==> src/verilog/tzs_map.vh <==
// register map, field layout, reset values and protocol codes
`ifndef TZS_MAP_VH
`define TZS_MAP_VH
// ==========================================================
// register selections
`define TZS_REG_LOCAL_RESULT 8'h00
`define TZS_REG_CONTROL 8'h01
`define TZS_REG_LOCAL_HYST 8'h02
`define TZS_REG_LOCAL_SET 8'h03
`define TZS_REG_REMOTE_RESULT 8'h10
`define TZS_REG_REMOTE_HYST 8'h12
`define TZS_REG_REMOTE_SET 8'h13
`define TZS_REG_OT_RELEASE 8'h22
`define TZS_REG_OT_TRIP 8'h23
// ==========================================================
// control register fields
`define TZS_BIT_SHUTDOWN 0
`define TZS_BIT_MODE 1
`define TZS_BIT_MASK 2
`define TZS_FQ_LO 3
`define TZS_FQ_HI 4
`define TZS_BIT_LOCAL_ST 5
`define TZS_BIT_REMOTE_ST 6
`define TZS_BIT_OT_ST 7
`define TZS_CTRL_WMASK 8'h1F
// ==========================================================
// reset values
`define TZS_RST_CTRL 5'h00
`define TZS_RST_RESULT 8'h00
`define TZS_RST_LOCAL_HYST 8'h4C
`define TZS_RST_LOCAL_SET 8'h51
`define TZS_RST_REMOTE_HYST 8'h5C
`define TZS_RST_REMOTE_SET 8'h61
`define TZS_RST_OT_RELEASE 8'h5C
`define TZS_RST_OT_TRIP 8'h61
`define TZS_FULL_SCALE 8'h7F
// ==========================================================
// slave address and queue depths
`define TZS_ADDR_HI 6'h24
`define TZS_FQ_D0 3'h1
`define TZS_FQ_D1 3'h2
`define TZS_FQ_D2 3'h4
`define TZS_FQ_D3 3'h6
// ==========================================================
// local conversion time and clock period in ns
`define TZS_LOCAL_CONV_NS 40000
`define TZS_CLK_PERIOD_NS 5
`endif

==> src/verilog/tzs_filter.v <==
// fault-queue filter: counts consecutive qualifying conversions
`timescale 1ns/100ps
`default_nettype none
module tzs_filter (
  // clock and reset
  input wire clock,
  input wire resetn,
  // evaluation strobe and conditions
  input wire eval,
  input wire cond_hi,
  input wire cond_lo,
  input wire [2:0] depth,
  // filtered results, one-cycle pulses
  output reg hit_hi,
  output reg hit_lo
);
  reg [2:0] cnt_hi;
  reg [2:0] cnt_lo;
  wire [2:0] inc_hi = cnt_hi + 3'h1;
  wire [2:0] inc_lo = cnt_lo + 3'h1;

  // ==========================================================
  // consecutive run counters
  always @(posedge clock) begin
    if (!resetn) begin
      cnt_hi <= 3'h0;
      cnt_lo <= 3'h0;
      hit_hi <= 1'b0;
      hit_lo <= 1'b0;
    end else begin
      hit_hi <= 1'b0;
      hit_lo <= 1'b0;
      if (eval) begin
        cnt_hi <= cond_hi ? ((inc_hi >= depth) ? depth : inc_hi) : 3'h0;
        cnt_lo <= cond_lo ? ((inc_lo >= depth) ? depth : inc_lo) : 3'h0;
        hit_hi <= cond_hi && (inc_hi >= depth);
        hit_lo <= cond_lo && (inc_lo >= depth);
      end
    end
  end
endmodule
`default_nettype wire

==> src/verilog/tzs_supervisor.v <==
// two-zone thermal supervisor: serial slave, sequencer, alarms
`timescale 1ns/100ps
`default_nettype none
`include "tzs_map.vh"
module tzs_supervisor #(
  parameter LOCAL_CONV_CYCLES =
    `TZS_LOCAL_CONV_NS / `TZS_CLK_PERIOD_NS,
  parameter REMOTE_CONV_CYCLES = 2 * LOCAL_CONV_CYCLES
) (
  // clock and reset
  input wire clock,
  input wire resetn,
  // two-wire bus pins
  input wire bus_clk,
  input wire bus_data_in,
  output wire bus_data_out,
  output wire bus_data_oe,
  // strap
  input wire address_select_input,
  // analog front end results
  input wire [7:0] local_adc_value,
  input wire [7:0] remote_adc_value,
  input wire remote_sense_fault,
  // alarm pins, open drain low active
  output wire alarm_out_n,
  output wire alarm_oe,
  output wire overtemp_out_n,
  output wire overtemp_oe,
  // conversion status
  output reg converting_remote,
  output reg conv_busy
);
  // ==========================================================
  // pin synchronisers: three stages, second and third agree
  reg [2:0] scl_sync;
  reg [2:0] sda_sync;
  reg scl;
  reg sda;
  always @(posedge clock) begin
    if (!resetn) begin
      scl_sync <= 3'h7;
      sda_sync <= 3'h7;
      scl <= 1'b1;
      sda <= 1'b1;
    end else begin
      scl_sync <= {scl_sync[1:0], bus_clk};
      sda_sync <= {sda_sync[1:0], bus_data_in};
      if (scl_sync[1] == scl_sync[2])
        scl <= scl_sync[2];
      if (sda_sync[1] == sda_sync[2])
        sda <= sda_sync[2];
    end
  end
  reg scl_d;
  reg sda_d;
  always @(posedge clock) begin
    if (!resetn) begin
      scl_d <= 1'b1;
      sda_d <= 1'b1;
    end else begin
      scl_d <= scl;
      sda_d <= sda;
    end
  end
  wire scl_rise = scl & ~scl_d;
  wire scl_fall = ~scl & scl_d;
  wire start_cond = scl & scl_d & sda_d & ~sda;
  wire stop_cond = scl & scl_d & ~sda_d & sda;

  // ==========================================================
  // registers
  reg [4:0] ctrl;
  reg [7:0] local_result;
  reg [7:0] remote_result;
  reg [7:0] local_hysteresis;
  reg [7:0] local_setpoint;
  reg [7:0] remote_hysteresis;
  reg [7:0] remote_setpoint;
  reg [7:0] overtemp_release_threshold;
  reg [7:0] overtemp_trip_threshold;
  reg local_zone_status;
  reg remote_zone_status;
  reg overtemp_status;
  reg [7:0] pointer;
  reg addr_lsb;
  reg strap_done;
  wire shutdown = ctrl[`TZS_BIT_SHUTDOWN];
  wire int_mode = ctrl[`TZS_BIT_MODE];
  wire alarm_mask_bit = ctrl[`TZS_BIT_MASK];
  wire [1:0] fq_field = ctrl[`TZS_FQ_HI:`TZS_FQ_LO];

  // queue depth decode
  function [2:0] fq_depth;
    input [1:0] code;
    begin
      case (code)
        2'h0: fq_depth = `TZS_FQ_D0;
        2'h1: fq_depth = `TZS_FQ_D1;
        2'h2: fq_depth = `TZS_FQ_D2;
        default: fq_depth = `TZS_FQ_D3;
      endcase
    end
  endfunction
  wire [2:0] depth = fq_depth(fq_field);

  // register read decode
  function [7:0] reg_read;
    input [7:0] sel;
    input [7:0] status_byte;
    begin
      case (sel)
        `TZS_REG_LOCAL_RESULT: reg_read = local_result;
        `TZS_REG_CONTROL: reg_read = status_byte;
        `TZS_REG_LOCAL_HYST: reg_read = local_hysteresis;
        `TZS_REG_LOCAL_SET: reg_read = local_setpoint;
        `TZS_REG_REMOTE_RESULT: reg_read = remote_result;
        `TZS_REG_REMOTE_HYST: reg_read = remote_hysteresis;
        `TZS_REG_REMOTE_SET: reg_read = remote_setpoint;
        `TZS_REG_OT_RELEASE: reg_read = overtemp_release_threshold;
        `TZS_REG_OT_TRIP: reg_read = overtemp_trip_threshold;
        default: reg_read = 8'h00;
      endcase
    end
  endfunction
  wire [7:0] status_byte = {overtemp_status, remote_zone_status,
                            local_zone_status, ctrl};
  wire [7:0] read_byte = reg_read(pointer, status_byte);

  // ==========================================================
  // serial slave
  localparam S_IDLE = 3'h0;
  localparam S_ADDR = 3'h1;
  localparam S_ACK = 3'h2;
  localparam S_RX = 3'h3;
  localparam S_TX = 3'h4;
  localparam S_MACK = 3'h5;
  reg [2:0] state;
  reg [2:0] bitcnt;
  reg [7:0] shreg;
  reg rw;
  reg [1:0] bytes_rx;
  reg drive_low;
  reg active;
  reg wr_strobe;
  reg rd_strobe;
  reg [7:0] wr_data;
  reg ack_next;
  always @(posedge clock) begin
    if (!resetn) begin
      state <= S_IDLE;
      bitcnt <= 3'h0;
      shreg <= 8'h00;
      rw <= 1'b0;
      bytes_rx <= 2'h0;
      drive_low <= 1'b0;
      active <= 1'b0;
      pointer <= `TZS_REG_LOCAL_RESULT;
      wr_strobe <= 1'b0;
      rd_strobe <= 1'b0;
      wr_data <= 8'h00;
      ack_next <= 1'b0;
    end else begin
      wr_strobe <= 1'b0;
      rd_strobe <= 1'b0;
      if (start_cond) begin
        state <= S_ADDR;
        bitcnt <= 3'h0;
        bytes_rx <= 2'h0;
        drive_low <= 1'b0;
      end else if (stop_cond) begin
        state <= S_IDLE;
        drive_low <= 1'b0;
        active <= 1'b0;
      end else begin
        case (state)
          S_IDLE: drive_low <= 1'b0;
          S_ADDR, S_RX: begin
            if (scl_rise) begin
              shreg <= {shreg[6:0], sda};
              bitcnt <= bitcnt + 3'h1;
              if (bitcnt == 3'h7)
                ack_next <= 1'b1;
            end
            if (scl_fall && ack_next) begin
              ack_next <= 1'b0;
              if (state == S_ADDR) begin
                if (shreg[7:1] == {`TZS_ADDR_HI, addr_lsb}) begin
                  rw <= shreg[0];
                  active <= 1'b1;
                  drive_low <= 1'b1;
                  state <= S_ACK;
                end else begin
                  state <= S_IDLE;
                end
              end else begin
                drive_low <= 1'b1;
                state <= S_ACK;
                if (bytes_rx == 2'h0)
                  pointer <= shreg;
                else begin
                  wr_data <= shreg;
                  wr_strobe <= 1'b1;
                end
                bytes_rx <= (bytes_rx == 2'h2) ? 2'h2 : bytes_rx + 2'h1;
              end
            end
          end
          S_ACK: begin
            if (scl_fall) begin
              bitcnt <= 3'h0;
              if (rw) begin
                shreg <= read_byte;
                drive_low <= ~read_byte[7];
                rd_strobe <= 1'b1;
                state <= S_TX;
              end else begin
                drive_low <= 1'b0;
                state <= S_RX;
              end
            end
          end
          S_TX: begin
            if (scl_fall) begin
              bitcnt <= bitcnt + 3'h1;
              if (bitcnt == 3'h7) begin
                drive_low <= 1'b0;
                state <= S_MACK;
              end else begin
                drive_low <= ~shreg[6];
                shreg <= {shreg[6:0], 1'b0};
              end
            end
          end
          S_MACK: begin
            if (scl_rise)
              state <= sda ? S_IDLE : S_ACK;
          end
          default: state <= S_IDLE;
        endcase
      end
    end
  end
  assign bus_data_out = 1'b0;
  assign bus_data_oe = drive_low;
  wire ctrl_read = rd_strobe && (pointer == `TZS_REG_CONTROL);

  // ==========================================================
  // strap capture once after reset release
  always @(posedge clock) begin
    if (!resetn) begin
      strap_done <= 1'b0;
      addr_lsb <= 1'b0;
    end else if (!strap_done) begin
      strap_done <= 1'b1;
      addr_lsb <= address_select_input;
    end
  end

  // ==========================================================
  // conversion sequencer
  localparam CW = 20;
  reg [CW-1:0] conv_cnt;
  reg local_done;
  reg remote_done;
  wire [CW-1:0] local_len = LOCAL_CONV_CYCLES[CW-1:0];
  wire [CW-1:0] remote_len = REMOTE_CONV_CYCLES[CW-1:0];
  wire conv_hold = shutdown | active;
  always @(posedge clock) begin
    if (!resetn) begin
      conv_cnt <= {CW{1'b0}};
      converting_remote <= 1'b1;
      conv_busy <= 1'b0;
      local_done <= 1'b0;
      remote_done <= 1'b0;
    end else begin
      local_done <= 1'b0;
      remote_done <= 1'b0;
      if (conv_hold) begin
        // partial result dropped; same zone restarts after bus access, remote zone after shutdown
        conv_cnt <= {CW{1'b0}};
        conv_busy <= 1'b0;
        if (shutdown)
          converting_remote <= 1'b1;
      end else begin
        conv_busy <= 1'b1;
        if (conv_cnt + 20'h1 >=
            (converting_remote ? remote_len : local_len)) begin
          conv_cnt <= {CW{1'b0}};
          remote_done <= converting_remote;
          local_done <= ~converting_remote;
          converting_remote <= ~converting_remote;
        end else begin
          conv_cnt <= conv_cnt + 20'h1;
        end
      end
    end
  end

  // ==========================================================
  // result and threshold registers
  always @(posedge clock) begin
    if (!resetn) begin
      ctrl <= `TZS_RST_CTRL;
      local_result <= `TZS_RST_RESULT;
      remote_result <= `TZS_RST_RESULT;
      local_hysteresis <= `TZS_RST_LOCAL_HYST;
      local_setpoint <= `TZS_RST_LOCAL_SET;
      remote_hysteresis <= `TZS_RST_REMOTE_HYST;
      remote_setpoint <= `TZS_RST_REMOTE_SET;
      overtemp_release_threshold <= `TZS_RST_OT_RELEASE;
      overtemp_trip_threshold <= `TZS_RST_OT_TRIP;
    end else begin
      if (local_done)
        local_result <= local_adc_value;
      if (remote_done)
        remote_result <= remote_sense_fault ? `TZS_FULL_SCALE
                                            : remote_adc_value;
      if (wr_strobe) begin
        case (pointer)
          `TZS_REG_CONTROL: ctrl <= wr_data[4:0];
          `TZS_REG_LOCAL_HYST: local_hysteresis <= wr_data;
          `TZS_REG_LOCAL_SET: local_setpoint <= wr_data;
          `TZS_REG_REMOTE_HYST: remote_hysteresis <= wr_data;
          `TZS_REG_REMOTE_SET: remote_setpoint <= wr_data;
          `TZS_REG_OT_RELEASE: overtemp_release_threshold <= wr_data;
          `TZS_REG_OT_TRIP: overtemp_trip_threshold <= wr_data;
          default: ctrl <= ctrl;
        endcase
      end
    end
  end

  // ==========================================================
  // evaluation one cycle after the result lands
  reg local_eval;
  reg remote_eval;
  always @(posedge clock) begin
    if (!resetn) begin
      local_eval <= 1'b0;
      remote_eval <= 1'b0;
    end else begin
      local_eval <= local_done;
      remote_eval <= remote_done;
    end
  end
  wire l_hi;
  wire l_lo;
  wire r_hi;
  wire r_lo;
  wire o_hi;
  wire o_lo;
  // fault detection runs through the remote filter
  tzs_filter u_local (.clock(clock), .resetn(resetn),
    .eval(local_eval),
    .cond_hi($signed(local_result) > $signed(local_setpoint)),
    .cond_lo($signed(local_result) < $signed(local_hysteresis)),
    .depth(depth), .hit_hi(l_hi), .hit_lo(l_lo));
  tzs_filter u_remote (.clock(clock), .resetn(resetn),
    .eval(remote_eval),
    .cond_hi($signed(remote_result) > $signed(remote_setpoint)),
    .cond_lo($signed(remote_result) < $signed(remote_hysteresis)),
    .depth(depth), .hit_hi(r_hi), .hit_lo(r_lo));
  tzs_filter u_ot (.clock(clock), .resetn(resetn),
    .eval(remote_eval),
    .cond_hi($signed(remote_result) >
             $signed(overtemp_trip_threshold)),
    .cond_lo($signed(remote_result) <
             $signed(overtemp_release_threshold)),
    .depth(depth), .hit_hi(o_hi), .hit_lo(o_lo));

  // ==========================================================
  // zone status and alarm logic
  reg local_over;
  reg remote_over;
  reg alarm;
  reg shutdown_d;
  wire enter_shutdown_control_bit = shutdown & ~shutdown_d;
  always @(posedge clock) begin
    if (!resetn) begin
      local_zone_status <= 1'b0;
      remote_zone_status <= 1'b0;
      overtemp_status <= 1'b0;
      local_over <= 1'b0;
      remote_over <= 1'b0;
      alarm <= 1'b0;
      shutdown_d <= 1'b0;
    end else begin
      shutdown_d <= shutdown;
      if (o_hi)
        overtemp_status <= 1'b1;
      else if (o_lo)
        overtemp_status <= 1'b0;
      if (!int_mode) begin
        if (l_hi) local_zone_status <= 1'b1;
        else if (l_lo) local_zone_status <= 1'b0;
        else if (ctrl_read) local_zone_status <= 1'b0;
        if (r_hi) remote_zone_status <= 1'b1;
        else if (r_lo) remote_zone_status <= 1'b0;
        else if (ctrl_read) remote_zone_status <= 1'b0;
        if (l_hi) local_over <= 1'b1;
        else if (l_lo) local_over <= 1'b0;
        if (r_hi) remote_over <= 1'b1;
        else if (r_lo) remote_over <= 1'b0;
        alarm <= (l_hi | (local_over & ~l_lo)) |
                 (r_hi | (remote_over & ~r_lo));
      end else if (enter_shutdown_control_bit) begin
        local_zone_status <= 1'b0;
        remote_zone_status <= 1'b0;
        alarm <= 1'b0;
      end else begin
        // alternating events, set wins over read clear
        if ((l_hi & ~local_over) | (l_lo & local_over)) begin
          local_over <= ~local_over;
          local_zone_status <= 1'b1;
        end else if (ctrl_read)
          local_zone_status <= 1'b0;
        if ((r_hi & ~remote_over) | (r_lo & remote_over)) begin
          remote_over <= ~remote_over;
          remote_zone_status <= 1'b1;
        end else if (ctrl_read)
          remote_zone_status <= 1'b0;
        if ((l_hi & ~local_over) | (l_lo & local_over) |
            (r_hi & ~remote_over) | (r_lo & remote_over))
          alarm <= 1'b1;
        else if (rd_strobe)
          alarm <= 1'b0;
      end
    end
  end
  assign alarm_oe = alarm & ~alarm_mask_bit;
  assign alarm_out_n = 1'b0;
  assign overtemp_oe = overtemp_status;
  assign overtemp_out_n = 1'b0;
endmodule
`default_nettype wire

==> config.mk <==
export PLATFORM = sky130hd
export DESIGN_NAME = tzs_supervisor
export DESIGN_NICKNAME = d
export VERILOG_FILES = /design/src/verilog/tzs_filter.v /design/src/verilog/tzs_supervisor.v
export VERILOG_INCLUDE_DIRS = /design/src /design/src/verilog
export SDC_FILE = /design/constraint.sdc
export NUM_CORES = 1
export LEC_CHECK = 0
export ABC_AREA = 0
export ABC_CLOCK_PERIOD_IN_PS = 4710
export BUFFER_PORTS_ARGS = -buffer_cell sky130_fd_sc_hd__buf_2
export CORE_MARGIN = 2
export CORE_UTILIZATION = 40
export CTS_BUF_LIST = sky130_fd_sc_hd__clkbuf_16
export DETAILED_ROUTE_END_ITERATION = 10
export PLACE_DENSITY = 0.53
export SYNTH_ARGS = -nofsm -noshare
export SYNTH_HDL_FRONTEND = slang
export SYNTH_SLANG_ARGS = --single-unit
==> constraint.sdc <==
create_clock -name clock -period 4.71 [get_ports clock]
set_input_delay 0.471 -clock clock [delete_from_list [all_inputs] [get_ports clock]]
set_output_delay 0.471 -clock clock [all_outputs]
set_load 0.05 [all_outputs]
==> impl_metrics.csv <==
group,metric,value,unit
clock_tree,cts_buffers,17,
logic_synthesis,synth_top_area_cell,"dfxtp_1",
grt,grt_usage,0.208,
logic_synthesis,dominantRegCellSynth,"dfxtp_1",
floorplanning,row_count,56,
critical_path,cp_max_fo,9,
worst_hold_path,hold_path_class,"input port to flop",
placed_design,dp_hpwl,17800,um
detailed_routing,postRouteAntennaNets,0,
critical_path,crit_type,"flop to flop",
flow_run,cap_violations,0,
placed_design,place_area,9810,um2
logic_synthesis,synth_edf_count,0,
logic_synthesis,synth_warnings,0,
grt,grt_max_degree,46,
detailed_routing,drc,0,
final_layout,regMostFlops,"conv_cnt",
floorplanning,start_util,0.404,
grt,grt_pass1_wl,40200,um
floorplanning,die-area,24800,um2
grt,first_global_vias,7427,
detailed_routing,drtIter0Drc,395,
grt,antenna_found_initial,0,
floorplanning,die_x,157,um
logic_synthesis,netlist_instances,1113,
timing,post-route-min-period,3.23,ns
final_layout,drive_gt1_frac,0.0777,
clock_tree,clk_pin_slew,0.08,ns
clock_tree,cts_buffer_depth,2,
clock_tree,root_buffer,"clkbuf_16",
clock_tree,clock_latency,0.43,ns
critical_path,crit_path_start,"conv_cnt[2]",
detailed_routing,dr.pass1.iters,5,
clock_tree,cts-hold-fix-buffers,0,
worst_hold_path,min_from,"bus_data_in",
critical_path,start_kind,"flop",
logic_synthesis,synth.distinct_cells,69,
final_layout,fin_nets,1219,
critical_path,crit_arrival,3.54,ns
detailed_routing,vias_per_cell,5.31,
clock_tree,post_cts_buffers,0,
logic_synthesis,netlist_top_cells_area,"dfxtp_1, ha_1, mux2i_1",
logic_synthesis,synth_area_per_cell,8.45,um2
clock_tree,clock-sinks,176,
floorplanning,pin_count,30,
timing,slew_headroom,0.354,
timing,fin_skew,0.0102,ns
timing,fmax,309,MHz
final_layout,antennaDiodeCount,0,
placed_design,io_buffers,26,
pwr,vdd_drop_max,0.000168,V
detailed_routing,vias,7713,
pwr,powerDensity,309,nW/um2
timing,hold_viol_final,0,
logic_synthesis,synth.most_common_cell,"dfxtp_1",
detailed_routing,wirelength,24600,um
final_layout,area_growth,10.9,%
final_layout,utilization,0.448,
timing,finalCritPeriodShare,0.687,
clock_tree,post_cts_resized,0,
clock_tree,cts_tree,"done",
timing,tightestPinTransition,0.965,ns
status,status,"completed",
timing,finalSetupViolations,0,
critical_path,required,5.02,ns
final_layout,fin_area,10400,um2
final_layout,largest_register_ffs,20,
timing,rsz0062_at_grt,"no",
critical_path,regToRegStartpoint,"conv_cnt[2]",
pwr,p_leak,4.40,nW
logic_synthesis,synth_commonest_cells,"dfxtp_1, nor2_1, nand2_1",
logic_synthesis,async_flop_share,0,
logic_synthesis,yosysTopAreaCellShare,0.375,
placed_design,place_congestion,0.929,
logic_synthesis,seq_area_frac_synth,0.375,
detailed_routing,wl_per_cell,16.9,um
grt,grt.overflow.total,0,
floorplanning,die_h,157,um
floorplanning,core,23300,um2
clock_tree,htreeDepth,4,
logic_synthesis,ys_seq_elements,176,
timing,slew_viol_final,0,
logic_synthesis,synth_area,9410,um2
timing,setup-tns-final,0,ns
critical_path,end_kind,"flop",
[logic make-up (layout without fill, tap and decap cells)]
group                      after synthesis  count (layout)  synth area share
and+or+nand+nor                        405             405             0.205
AOI/OAI and AO/OA                      231             231             0.156
DFF                                    176             176             0.375
buffers and inverters                  118             130            0.0483
muxes                                   84              84            0.0933
adders and majority gates               77              77             0.102
xor gates and xnor gates                21              21            0.0196
other                                    1               9          0.000399
[per-layer routing]
layer,vias to the layer above,GRT usage,share of wire
li1,3927,-,-
met1,3657,0.279,0.48
met2,107,0.347,0.47
met3,22,0.0319,0.026
met4,0,0.0576,0.016
met5,-,0,0
[power by group]
group	internal, mW	switching [mW]
Clock	0.854	0.657
Sequential	1.51	0.0356
Combinational	0.0694	0.0956
Total	2.43	0.788
[worst max-delay path, cell delays in order, from the launching register on]
cell and delay (ns):
dfxtp_1 0.46, and3_1 0.33, nand3_2 0.14, or2_2 0.33
nor2_1 0.12, xor2_1 0.10, ha_1 0.18, or4_4 0.54
a211oi_4 0.38, nor3_1 0.07, or4b_1 0.46
[final cells by class]
cell class	instances	area (um2)
sequential	176	3520
clock buffer	17	425
tap	319	399
multi-input combinational	827	5460
timing repair buffer	33	183
inverter	65	244
clock inverter	15	196
fill	2355	12800
[metrics by stage]
step	hold slack (ns)	instances	power (mW)	setup WS [ns]
CTS	0.207	1452	3.26	1.47
global route	0.201	1452	3.35	1.18
finish	0.219	1452	3.22	1.48
detailed placement	0.396	1420	1.75	1.51
floorplan	0.386	1121	1.69	1.66
global placement	0.393	1420	1.75	1.59
[layout by cell type, fill, tap and decap left out, types with 26 or more instances in the layout]
cell type / instances
dfxtp_1: 176
nor2_1: 124
nand2_1: 109
ha_1: 77
a21oi_1: 75
mux2i_1: 73
inv_1: 63
o21ai_0: 52
nand3_1: 42
nand2b_1: 35
buf_2: 26
[path summary, 6_finish.rpt]
path	to	slack, ns	cells past startpoint
setup / recovery	converting_remote	1.48	10
hold / removal	sda_sync[0]	0.22	2
setup reg to reg	converting_remote	1.48	10
hold reg to reg	scl_sync[1]	0.41	1
No activity file was read; power rests on OpenSTA's default activity.
